## src/rsc_defs.svh

```systemverilog
// Purpose: constants of the reset sequencer and cause flags
// Assumes: mclk at 100 MHz
// Notes: register offsets are word indices; byte address is index * 4
`ifndef RSC_DEFS_SVH
`define RSC_DEFS_SVH

`define RSC_CLK_NS 10

// Register indices and field positions
`define RSC_STATUS_IDX 10'h003
`define RSC_POWER_CONTROL_FLAGS_IDX 10'h08e
`define RSC_TO_BIT 4
`define RSC_PD_BIT 3
`define RSC_BOR_BIT 0
`define RSC_POR_BIT 1
`define RSC_FAST_INTERNAL_CLOCK_SELECT_BIT 3

// Power-on values of the flags
`define RSC_TO_RST 1'b1
`define RSC_PD_RST 1'b1
`define RSC_POR_RST 1'b0
`define RSC_BOR_RST 1'b0
`define RSC_FAST_INTERNAL_CLOCK_SELECT_RST 1'b1

// Times in their own units, then counts
`define RSC_POWERUP_TIMER_US 72000
`define RSC_RC_TICK_NS 1000
`define RSC_OST_TICKS 1024
`define RSC_WAKE_NS 6000
`define RSC_BOR_MIN_NS 100000
`define RSC_PIN_MIN_NS 2000
`define RSC_WAKE_CYC ((`RSC_WAKE_NS + `RSC_CLK_NS - 1) / `RSC_CLK_NS)
`define RSC_PIN_CYC ((`RSC_PIN_MIN_NS + `RSC_CLK_NS - 1) / `RSC_CLK_NS)
`define RSC_BOR_CYC ((`RSC_BOR_MIN_NS + `RSC_CLK_NS - 1) / `RSC_CLK_NS)
`define RSC_POWERUP_TIMER_TICKS (`RSC_POWERUP_TIMER_US * 1000 / `RSC_RC_TICK_NS)

`endif

```

## src/rsc_pkg.sv

```systemverilog
// Purpose: types of the reset sequencer and cause flags
// Assumes: nothing beyond the constants header
// Notes: oscillator mode codes are local choices
package rsc_pkg;

  typedef enum logic [2:0] {
    rsc_crystal_low_power_mode = 3'h0,
    rsc_crystal_mid_mode = 3'h1,
    rsc_crystal_high_speed_mode = 3'h2,
    rsc_external_clock_mode = 3'h3,
    rsc_on_chip_clock_mode = 3'h4,
    rsc_resistor_capacitor_mode = 3'h5
  } rsc_osc_mode_e;

  typedef enum logic [4:0] {
    rsc_st_off = 5'h01,
    rsc_st_powerup_timer = 5'h02,
    rsc_st_ost = 5'h04,
    rsc_st_run = 5'h08,
    rsc_st_wake = 5'h10
  } rsc_state_e;

  typedef struct packed {
    rsc_osc_mode_e osc_mode;
    logic powerup_timer_disable;
    logic brownout_detect_enable;
  } rsc_cfg_s;

  typedef struct packed {
    logic asleep;
    logic sleep_cmd;
    logic clear_watchdog_cmd;
  } rsc_core_s;

endpackage : rsc_pkg

```

## src/rsc_reset_sequencer.sv

```systemverilog
// Purpose: reset sequencing, reset-cause flags, APB access to them
// Assumes: all inputs synchronous to mclk; rc_tick and osc_tick
//   are one-cycle strobes per period of their oscillators
// Notes: the analog detectors and oscillators sit outside
//   brown-out reruns the start-up count in crystal modes, as power-on does
//   a pin reset does not rerun the timers; only the filter delays it
//   a watchdog reset holds the core for a single cycle, with no timers
//   hardware cause events beat a same-cycle software write
//   clk_en low stalls the bus as well, so pready stays low meanwhile
//   osc_mode codes 6 and 7 behave as non-crystal modes
//
// Chosen here: the APB interface to the registers.
`include "rsc_defs.svh"
`timescale 1ns/100ps
`default_nettype none

module rsc_reset_sequencer
  import rsc_pkg::*;
#(
  parameter int unsigned POWERUP_TIMER_TICKS = `RSC_POWERUP_TIMER_TICKS,
  parameter int unsigned BOR_MIN_CYC = `RSC_BOR_CYC
) (
  // Clock, reset and enable
  input wire logic mclk,
  input wire logic rst_n,
  input wire logic clk_en,
  // Configuration word
  input wire rsc_cfg_s cfg,
  // Supply and oscillator monitors
  input wire logic por_detect,
  input wire logic brownout_threshold_low,
  input wire logic rc_tick,
  input wire logic osc_tick,
  // Reset and wake sources
  input wire logic external_reset_pin_n,
  input wire logic watchdog_timeout,
  input wire rsc_core_s core_ev,
  // Core control
  output logic core_reset_n,
  output logic core_hold,
  output logic wake_pulse,
  output logic fast_internal_clock_select,
  // APB slave
  input wire logic [11:0] paddr,
  input wire logic psel,
  input wire logic penable,
  input wire logic pwrite,
  input wire logic [31:0] pwdata,
  output logic [31:0] prdata,
  output logic pready,
  output logic pslverr
);

  localparam int CW = 24;
  localparam logic [CW-1:0] POWERUP_TIMER_LIM = CW'(POWERUP_TIMER_TICKS);
  localparam logic [CW-1:0] BOR_LIM = CW'(BOR_MIN_CYC);
  localparam logic [CW-1:0] OST_LIM = CW'(`RSC_OST_TICKS);
  localparam logic [CW-1:0] WAKE_LIM = CW'(`RSC_WAKE_CYC);
  localparam logic [7:0] PIN_LIM = 8'(`RSC_PIN_CYC);

  ////////////////////////////////////////////////////////////////
  // Source conditioning

  logic [7:0] pin_cnt_r;
  logic [7:0] pin_cnt_nxt;
  logic [CW-1:0] bor_cnt_r;
  logic [CW-1:0] bor_cnt_nxt;
  wire pin_raw_low = !external_reset_pin_n;
  wire pin_low = (pin_cnt_r == PIN_LIM);
  wire pin_fire = pin_raw_low && (pin_cnt_r == PIN_LIM - 8'h01);
  wire bor_low = cfg.brownout_detect_enable && brownout_threshold_low;
  wire bor_hit = (bor_cnt_r == BOR_LIM);
  wire por_lost = !por_detect;

  // A low pulse shorter than the filter count never resets
  assign pin_cnt_nxt = !pin_raw_low ? 8'h00 :
                       pin_low ? pin_cnt_r :
                       pin_cnt_r + 8'h01;

  // A dip shorter than the minimum duration is ignored
  assign bor_cnt_nxt = !bor_low ? '0 :
                       bor_hit ? bor_cnt_r :
                       bor_cnt_r + 24'h000001;

  // Both filters saturate rather than wrap, so a long low stays low
  always_ff @(posedge mclk or negedge rst_n) begin
    if (!rst_n) begin
      pin_cnt_r <= 8'h00;
      bor_cnt_r <= '0;
    end else if (clk_en) begin
      pin_cnt_r <= pin_cnt_nxt;
      bor_cnt_r <= bor_cnt_nxt;
    end
  end

  ////////////////////////////////////////////////////////////////
  // Mode decode

  wire mode_crystal = (cfg.osc_mode == rsc_crystal_low_power_mode) ||
                      (cfg.osc_mode == rsc_crystal_mid_mode) ||
                      (cfg.osc_mode == rsc_crystal_high_speed_mode);
  wire mode_onchip = (cfg.osc_mode == rsc_on_chip_clock_mode);
  wire powerup_timer_on = !cfg.powerup_timer_disable;
  // Codes 6 and 7 fall through as non-crystal: no start-up count

  ////////////////////////////////////////////////////////////////
  // Sequencer

  rsc_state_e state_r;
  rsc_state_e state_nxt;
  logic [CW-1:0] cnt_r;
  logic [CW-1:0] cnt_nxt;

  wire in_powerup_timer = (state_r == rsc_st_powerup_timer);
  wire in_ost = (state_r == rsc_st_ost);
  wire in_run = (state_r == rsc_st_run);
  wire in_wake = (state_r == rsc_st_wake);

  // Power-up timer runs on RC ticks, start-up on oscillator ticks
  wire stage_tick = (in_powerup_timer && rc_tick) ||
                    (in_ost && osc_tick) ||
                    (in_wake && (mode_crystal ? osc_tick : 1'b1));
  wire [CW-1:0] stage_lim = in_powerup_timer ? POWERUP_TIMER_LIM :
                            (in_ost || mode_crystal) ? OST_LIM :
                            WAKE_LIM;
  // Compare against limit minus one so a stage lasts exactly limit ticks
  wire stage_done = stage_tick && (cnt_r == stage_lim - 24'h000001);

  // Cause decode while running
  // The asleep level separates a wake-up from a plain watchdog reset
  wire wdt_wake = in_run && core_ev.asleep && watchdog_timeout;
  wire wdt_reset = in_run && !core_ev.asleep && watchdog_timeout;
  wire pin_sleep = pin_fire && core_ev.asleep;
  wire wake_delay = mode_crystal || mode_onchip;

  always_comb begin
    state_nxt = state_r;
    cnt_nxt = stage_tick ? cnt_r + 24'h000001 : cnt_r;
    unique case (state_r)
      rsc_st_off: begin
        // Leave only once the supply is good again
        if (por_detect && !bor_low) begin
          cnt_nxt = '0;
          if (powerup_timer_on) begin
            state_nxt = rsc_st_powerup_timer;
          end else if (mode_crystal) begin
            state_nxt = rsc_st_ost;
          end else begin
            state_nxt = rsc_st_run;
          end
        end
      end
      rsc_st_powerup_timer: begin
        if (stage_done) begin
          cnt_nxt = '0;
          state_nxt = mode_crystal ? rsc_st_ost : rsc_st_run;
        end
      end
      rsc_st_ost: begin
        if (stage_done) begin
          cnt_nxt = '0;
          state_nxt = rsc_st_run;
        end
      end
      rsc_st_run: begin
        // A watchdog reset needs no state: it only drops core_reset_n
        if (wdt_wake && wake_delay) begin
          cnt_nxt = '0;
          state_nxt = rsc_st_wake;
        end
      end
      rsc_st_wake: begin
        // Clock halted; registers keep their contents meanwhile
        if (stage_done) begin
          cnt_nxt = '0;
          state_nxt = rsc_st_run;
        end
      end
      default: begin
        cnt_nxt = '0;
        state_nxt = rsc_st_off;
      end
    endcase
    // Supply loss wins over every stage and restarts the timer
    if (por_lost || bor_hit) begin
      cnt_nxt = '0;
      state_nxt = rsc_st_off;
    end
  end

  // Wake completes at once when no delay applies
  wire wake_done = (wdt_wake && !wake_delay) || (in_wake && stage_done);

  // Pin only gates the final release; the timeouts run regardless,
  // so a pin held past them starts execution as soon as it rises
  wire core_go = (in_run || in_wake) && !por_lost && !bor_hit;
  wire core_rel = core_go && !pin_low && !wdt_reset;

  // Outputs are registered so the core never sees a decode glitch
  always_ff @(posedge mclk or negedge rst_n) begin
    if (!rst_n) begin
      state_r <= rsc_st_off;
      cnt_r <= '0;
      core_reset_n <= 1'b0;
      core_hold <= 1'b0;
      wake_pulse <= 1'b0;
    end else if (clk_en) begin
      state_r <= state_nxt;
      cnt_r <= cnt_nxt;
      core_reset_n <= core_rel;
      core_hold <= (state_nxt == rsc_st_wake);
      wake_pulse <= wake_done;
    end
  end

  ////////////////////////////////////////////////////////////////
  // Cause flags

  logic to_r;
  logic pd_r;
  logic por_r;
  logic bor_r;
  logic fast_internal_clock_select_r;
  logic to_nxt;
  logic pd_nxt;
  logic por_nxt;
  logic bor_nxt;
  logic fast_internal_clock_select_nxt;
  logic power_control_flags_wr;

  // Hardware events are applied after the write so they win
  always_comb begin
    to_nxt = to_r;
    pd_nxt = pd_r;
    por_nxt = por_r;
    bor_nxt = bor_r;
    fast_internal_clock_select_nxt = fast_internal_clock_select_r;
    if (power_control_flags_wr) begin
      bor_nxt = pwdata[`RSC_BOR_BIT];
      por_nxt = pwdata[`RSC_POR_BIT];
      fast_internal_clock_select_nxt = pwdata[`RSC_FAST_INTERNAL_CLOCK_SELECT_BIT];
    end
    // Software commands first, then the reset causes in rising priority
    if (core_ev.clear_watchdog_cmd) begin
      to_nxt = 1'b1;
      pd_nxt = 1'b1;
    end
    if (core_ev.sleep_cmd) begin
      to_nxt = 1'b1;
      pd_nxt = 1'b0;
    end
    if (pin_sleep) begin
      to_nxt = 1'b1;
      pd_nxt = 1'b0;
    end
    if (wdt_reset) begin
      to_nxt = 1'b0;
    end
    if (wdt_wake) begin
      to_nxt = 1'b0;
      pd_nxt = 1'b0;
    end
    // Only reachable with detection on, so the flag is stale otherwise
    if (bor_hit) begin
      bor_nxt = 1'b0;
    end
    if (por_lost) begin
      to_nxt = `RSC_TO_RST;
      pd_nxt = `RSC_PD_RST;
      por_nxt = `RSC_POR_RST;
      fast_internal_clock_select_nxt = `RSC_FAST_INTERNAL_CLOCK_SELECT_RST;
    end
  end

  // Power-on values of all flags but bor_r mirror what por_lost forces above
  always_ff @(posedge mclk or negedge rst_n) begin
    if (!rst_n) begin
      to_r <= `RSC_TO_RST;
      pd_r <= `RSC_PD_RST;
      por_r <= `RSC_POR_RST;
      bor_r <= `RSC_BOR_RST;
      fast_internal_clock_select_r <= `RSC_FAST_INTERNAL_CLOCK_SELECT_RST;
    end else if (clk_en) begin
      to_r <= to_nxt;
      pd_r <= pd_nxt;
      por_r <= por_nxt;
      bor_r <= bor_nxt;
      fast_internal_clock_select_r <= fast_internal_clock_select_nxt;
    end
  end

  assign fast_internal_clock_select = fast_internal_clock_select_r;

  ////////////////////////////////////////////////////////////////
  // APB slave

  logic cap_r;
  logic err_r;
  logic [31:0] rd_r;

  // Byte address is the register index times four
  wire word_ok = (paddr[1:0] == 2'b00);
  wire hit_status = word_ok && (paddr[11:2] == `RSC_STATUS_IDX);
  wire hit_power_control_flags = word_ok && (paddr[11:2] == `RSC_POWER_CONTROL_FLAGS_IDX);
  wire hit_any = hit_status || hit_power_control_flags;

  // Bits of the status word owned elsewhere read as zero here
  logic [31:0] status_word;
  logic [31:0] power_control_flags_word;

  // Fields sit at their defined positions; unimplemented bits read zero
  always_comb begin
    status_word = 32'h00000000;
    status_word[`RSC_TO_BIT] = to_r;
    status_word[`RSC_PD_BIT] = pd_r;
    power_control_flags_word = 32'h00000000;
    power_control_flags_word[`RSC_BOR_BIT] = bor_r;
    power_control_flags_word[`RSC_POR_BIT] = por_r;
    power_control_flags_word[`RSC_FAST_INTERNAL_CLOCK_SELECT_BIT] = fast_internal_clock_select_r;
  end

  wire [31:0] rd_mux = hit_status ? status_word :
                       hit_power_control_flags ? power_control_flags_word :
                       32'h00000000;

  // Data is captured once per transfer so pready never meets stale data
  wire cap_now = psel && !cap_r && clk_en;
  assign pready = psel && penable && cap_r && clk_en;
  wire done = pready;
  assign power_control_flags_wr = done && pwrite && hit_power_control_flags;

  always_ff @(posedge mclk or negedge rst_n) begin
    if (!rst_n) begin
      cap_r <= 1'b0;
      err_r <= 1'b0;
      rd_r <= 32'h00000000;
    end else if (clk_en) begin
      if (done) begin
        cap_r <= 1'b0;
      end else if (cap_now) begin
        cap_r <= 1'b1;
        err_r <= !hit_any;
        rd_r <= pwrite ? 32'h00000000 : rd_mux;
      end
    end
  end

  assign prdata = rd_r;
  assign pslverr = pready && err_r;

endmodule : rsc_reset_sequencer

`default_nettype wire

```

## config.mk

```make
export PLATFORM = sky130hd
export DESIGN_NAME = rsc_reset_sequencer
export DESIGN_NICKNAME = d
export VERILOG_FILES = /design/src/rsc_pkg.sv /design/src/rsc_reset_sequencer.sv
export VERILOG_INCLUDE_DIRS = /design/src
export SDC_FILE = /design/constraint.sdc
export NUM_CORES = 1
export LEC_CHECK = 0
export ABC_CLOCK_PERIOD_IN_PS = 3500
export BUFFER_PORTS_ARGS = -buffer_cell sky130_fd_sc_hd__buf_2
export CORE_MARGIN = 2
export CORE_UTILIZATION = 25
export CTS_CLUSTER_DIAMETER = 80
export DETAILED_ROUTE_END_ITERATION = 6
export GPL_TIMING_DRIVEN = 0
export HOLD_SLACK_MARGIN = 0.15
export PLACE_DENSITY = 0.49
export SYNTH_ARGS = -nofsm -noshare
export SYNTH_HDL_FRONTEND = slang
export SYNTH_SLANG_ARGS = --single-unit
```

## constraint.sdc

```tcl
create_clock -name mclk -period 3.5 [get_ports mclk]
set_clock_uncertainty 0.15 [all_clocks]
set_input_delay 0 -clock mclk [delete_from_list [all_inputs] [get_ports mclk]]
set_output_delay 0 -clock mclk [all_outputs]
set_load 0.01 [all_outputs]
```

# --- Word-level counts from Yosys, hierarchy flattened ---
# Index checks and enable logic that the tools add are counted.
op_classes:
  mux: 42
  n_eq_ne: 20
  addsub: 4
  bitwise: 1
  n_reduce_logical: 63
op_table:
  columns: ["operator", "n"]
  rows:
  - ["$mux 24", 7]
  - ["$pmux 24 s3", 1]
  - ["$add 24x1->24 const B", 2]
  - ["$mux 5", 7]
  - ["$logic_and 1x1->1", 29]
  - ["$eq 24x14->1 const B", 1]
  - ["$eq 24x24->1", 1]
  - ["$pmux 5 s4", 1]
  - ["$mux 1", 19]
  - ["$sub 17x1->18 const B", 1]
  - ["$mux 17", 1]
  - ["$eq 8x8->1 const B", 2]
  - ["$mux 8", 2]
  - ["$reduce_and 2->1", 7]
  - ["$mux 4", 3]
  - ["$mux 11", 1]
  - ["$eq 10x2->1 const B", 1]
  - ["$eq 10x8->1 const B", 1]
  - ["$eq 5x5->1 const B", 2]
  - ["$logic_not 1->1", 10]
  - ["$logic_or 1x1->1", 10]
  - ["$add 8x1->8 const B", 1]
  - ["$ne 6x1->1 const B", 1]
  - ["$eq 5x1->1 const B", 1]
  - ["16 further kinds", 18]
word_totals:
  out_inout_bits: 38
  wordCells: 145
  in_bits: 64
  ff_bits: 103

# --- Longest topological paths before layout ---
depth:
  word_depth: 13
  depth_mapped: 10
  mapped_depth_nobuf: 9

# --- Least setup slack after synthesis ---
# Ideal clock, no wire load.
synth_timing:
  kind: "register to register"
  startpoint: "reg cnt_r[3]"
  endpoint: "reg cnt_r[22]"
  arrival_time_ns: 2.193
  required_ns: 3.225
  setup_ns: 0.125
  synth_period_minus_slack_ns: 2.468
  path_buffers: 2
  path_stages_with_launch: 10
  setup_slack_ns: 1.032
  cell_sequence: "dfrtp_1 -> buf_6 -> or4_1 -> a21oi_1 -> a32o_2 -> o2111ai_4 -> a31oi_4 -> buf_6 -> o21ai_1 -> mux2_2"
synth_via:
  elab_chain_cells: 5
  word_cells_on_any_way: 9
  classes_between: "add/sub (1); eq/ne (1); mux (6); reduce/logical (1)"
synth_lines:
  columns: ["element", "line", "source"]
  rows:
  - ["from (decl)", "rsc_reset_sequencer.sv:111", "logic [CW-1:0] cnt_r;"]
  - ["from (signal assigned)", "rsc_reset_sequencer.sv:209", "cnt_r <= cnt_nxt;"]
  - ["$add 24x1->24 / $eq 24x24->1 (equally long branches)", "rsc_reset_sequencer.sv:138, rsc_reset_sequencer.sv:127", null]
  - ["$mux 24 / $logic_and 1x1->1 (equally long branches)", "rsc_reset_sequencer.sv:138, rsc_reset_sequencer.sv:127", null]
  - ["$mux 24, on equally long branches", null, null]
  - ["$pmux 24 s3 *", "rsc_reset_sequencer.sv:139", "unique case (state_r)"]
  - ["$mux 24 *", "rsc_reset_sequencer.sv:185", "if (por_lost || bor_hit) begin"]
# Every way passes the cells marked *; elsewhere a longest branch is shown, timed or not.
# A chain may end at the register's enable or synchronous reset.

# --- Worst setup path after layout ---
layout_timing:
  startpoint: "in paddr[10]"
  endpoint: "reg fast_internal_clock_select_r, in the netlist fast_internal_clock_select"
layout_via:
  elab_chain_cells: 5
layout_lines:
  columns: ["element", "line", "source"]
  rows:
  - ["from (decl)", "rsc_reset_sequencer.sv:44", "input wire logic [11:0] paddr,"]
  - ["$eq 10x8->1 (no line)", null, null]
  - ["$logic_and 1x1->1", "rsc_reset_sequencer.sv:304", "wire hit_power_control_flags = word_ok && (paddr[11:2] == `RSC_POWER_CONTROL_FLAGS_IDX);"]
  - ["$logic_and 1x1->1", "rsc_reset_sequencer.sv:330", "assign power_control_flags_wr = done && pwrite && hit_power_control_flags;"]
  - ["$ne 2x1->1 (no line)", null, null]
  - ["$reduce_and 2->1 (no line)", null, null]
  - ["to (signal assigned)", "rsc_reset_sequencer.sv:282", "fast_internal_clock_select_r <= `RSC_FAST_INTERNAL_CLOCK_SELECT_RST;"]
  - ["to (signal assigned)", "rsc_reset_sequencer.sv:288", "fast_internal_clock_select_r <= fast_internal_clock_select_nxt;"]
  - ["to (decl)", "rsc_reset_sequencer.sv:223", "logic fast_internal_clock_select_r;"]
# Every way passes these cells.

==> metrics <==
slew margin rel.=0.2670; Critical-path top delay cell=dlygate4sd3_1; CTS root buf=clkbuf_16; Die ar.=19690 µm²; Switching Share=0.2573; CP delay by family, top=buffers and inverters; TritonCTS clock tree=yes; arrival time at the worst endpoint=3460 ps; FF+latch count, synth=75; first-pass GRT wire length=20800 µm; Comb pwr share=0.144; Final min period=3348 ps; RSZ-0062 raised after global routing=false; Crit path depth=11; gpl congestion=0.8203; WL per Instance=14.34 µm; syn avg cell area=8.700 µm²; post-route antenna net violation count=0; final hold viol count=0; EDFF count, synth=0; final worst-path cycle share=0.9565; Post-Route WL=12720 µm; Pwr Density=371.6 nW/µm²; Clock power frac=0.436; actual slew at the worst max-slew pin=1082 ps; Synth Instances=534; Fin Hold WS=193.5 ps; ANT cells=0; internal power=0.001646 W; clk buf depth=2; Distinct cells, synth=59; I/O pin total=102; # setup viols final=0; Std-Cell Rows=49; fin area=5964 µm²; Worst Reg-to-Reg Cells=9; H-tree levels=3; worst skew pair latency=340 ps; Psw=0.0005703 W; Remaining Overflow, GRT=0; Syn Std Cell Area=4646 µm²; register area share after synthesis=0.4051; fin cells=887; post-placement cell count=834; Crit path largest cell delay=600 ps; Pleak=2.569 nW; pin count of the biggest net entering global routing=64; Die Wd=140.3 µm; setup TNS=0 ps; number of global-route vias before repair=4109; CP Buf/Inv Count=5; Max Fclk=298.7 MHz; initial antenna violation count=0; hpwl dp=9058 µm; Hold Crit Depth=4; Iteration-0 DRC Markers=203; Worst setup EP type=flip-flop; async set-or-reset flop fraction in the synthesized netlist=1.000; most frequent CP cell=dlygate4sd3_1; Syn-to-layout area delta=28.39%; fraction of layout cells with a size suffix above 1=0.1748; TritonCTS buffer count=9; Clock Pin Slew Worst Setup and Hold Paths=60 ps; via density per instance=4.838; Startpoint Class=input port; worst min path class=input port to flip-flop; TritonCTS sink count=75; CP required=3620 ps; VDD IR-drop max=188.7 µV; status=finished clean; GRT Total Usage=0.1325; synth warn=0; input/output buffers=43; post-placement cell area=5279 µm²; drt drc=0; fin nets=722; Primary FF master, synth=dfrtp_1; # Max-Cap Violations=0; Flop pwr share=0.420; max-slew violations=0; chip height=140.3 µm; critical setup path kind=input port to flip-flop; drt first pass iters=4; Starting Density=0.2569; vias=4291; core area=18090 µm²; Crit Path Max Fanout=4; CP Cell Sequence=dlygate4sd3_1 > buf_2 > nor4_1 > dlygate4sd3_1 > nand2_1 > dlygate4sd3_1 > nor2_1 > and3_2 > mux2i_1 > a21oi_1 > dlygate4sd3_1
stage by stage:
| stage | utilization | total power, W | setup slack (ps) |
|---|---|---|---|
| 5_1_grt | 0.3298 | 0.002337 | 2.330 |
| 6_report | 0.3298 | 0.002217 | 152.2 |
| 2_1_floorplan | - | 0.001125 | 1032 |
| 3_3_place_gp | 0.2902 | 0.001219 | 637.8 |
| 4_1_cts | 0.3297 | 0.002245 | 245.1 |
| 3_5_place_dp | 0.2919 | 0.001231 | 582.2 |
layout make-up:
cell class / count / area [µm²]
fillers: 1879 / 12120
multi-input cells: 418 / 2470
flip-flops and latches: 75 / 1882
repair buffers: 81 / 615.6
plain buffers: 46 / 314.1
well taps: 229 / 286.5
clock buffers: 12 / 266.5
inverters: 22 / 82.58
clock inverters: 4 / 47.55
what timing repair did:
item,CTS,global route
endpoints found under the setup margin,0,1
hold buffers,37,0
resized for setup,0,1
endpoints found under the hold margin,106,0
buffers inserted,0,0
per-layer routing:
metal,vias up,wire [µm],track usage
li1,2115,-,-
met1,2039,6063,0.1770
met2,122,5794,0.2123
met3,15,628,0.02120
met4,0,233,0.05795
met5,-,0,0
cell families (layout without fill, tap and decap cells):
| family | after synthesis | in the layout | synth area share |
|---|---|---|---|
| compound gates | 113 | 113 | 0.1664 |
| xor+xnor | 26 | 26 | 0.04902 |
| fa+ha+maj | 5 | 5 | 0.01347 |
| buf+inv | 68 | 165 | 0.08538 |
| flops | 75 | 75 | 0.4051 |
| mux | 4 | 4 | 0.009426 |
| other cells | 1 | 28 | 0.0008072 |
| simple gates | 242 | 242 | 0.2704 |
power by group through the flow:
| stage | Combinational, W | Sequential, W | Clock (W) |
|---|---|---|---|
| 2_1_floorplan | 0.000186 | 0.000939 | 0 |
| 3_3_place_gp | 0.000275 | 0.000944 | 0 |
| 3_5_place_dp | 0.000285 | 0.000945 | 0 |
| 4_1_cts | 0.000320 | 0.000929 | 0.000996 |
| 5_1_grt | 0.000357 | 0.000934 | 0.00105 |
| 6_report | 0.000320 | 0.000930 | 0.000967 |
sequential cells by signal, indices dropped and copies added (netlist names), 4 cells and up:
register / cells
state_r: 5
cnt_r: 24
pin_cnt_r: 8
bor_cnt_r: 24
prdata: 4
Yosys cell counts, types with 2 or more instances:
cell type  instances  share of area
mux2_2             3         0.0073
nand4_1           17          0.023
a22oi_1            2         0.0032
o22ai_1            2         0.0027
or2_2              4         0.0054
nor4_1            16          0.022
or3_1             12          0.016
xor2_1            11          0.021
a31oi_1            3         0.0040
clkbuf_1          11         0.0089
a21oi_1           24          0.026
nand2b_1           4         0.0054
or4_1              2         0.0032
a22o_1             6          0.011
xnor2_1           15          0.028
a21boi_0           2         0.0032
nand3_1           24          0.026
nor4b_1            8          0.015
dfstp_2            4          0.023
nor2_1            69          0.056
o2bb2ai_1          6          0.011
nor3b_1            4         0.0065
o31ai_1            5         0.0081
buf_6              4         0.0097
and4_1             4         0.0075
nor3_1            13          0.014
and3_1             7         0.0094
nand2_1           41          0.033
a21o_1            11          0.018
a211o_1            2         0.0038
nor2b_1            4         0.0054
dfrtp_1           71           0.38
buf_4             29          0.047
nand3b_1           4         0.0065
nand4b_1           2         0.0038
and2_1             3         0.0040
ha_1               5          0.013
o21ai_1            7         0.0075
o21ai_0           28          0.030
a41oi_1            2         0.0038
o32ai_1            2         0.0038
o211ai_1           2         0.0032
buf_2              2         0.0022
inv_1             22          0.018
cell usage in the layout, fill, tap and decap left out, drive strengths merged, types with 12 or more instances in the layout:
cell type,Yosys,routed
or3,12,12
dfrtp,71,71
nor2,69,69
inv,22,22
buf,35,79
xnor2,15,15
nor3,14,14
nor4,17,17
a21oi,24,24
nand4,17,17
nand2,41,41
o21ai,35,35
dlygate4sd3,0,37
conb,1,28
nand3,24,24
clkbuf,11,23
tightest hold or removal path, stage by stage:
cell and delay, ps:
buf_2 100, a21oi_1 180, o211a_1 250, a21oi_1 120
path summary, 6_finish.rpt:
kind | startpoint | to | slack [ps]
worst max-delay path | paddr[10] | fast_internal_clock_select | 150
worst min-delay path | cfg[3] | state_r[3] | 190
worst max register to register | state_r[2] | cnt_r[5] | 540
max in group asynchronous | rst_n | prdata[0] | 1670
min in group asynchronous | rst_n | bor_cnt_r[16] | 610
worst min register to register | prdata[4] | prdata[4] | 320
(Power assumes the default switching activity.)
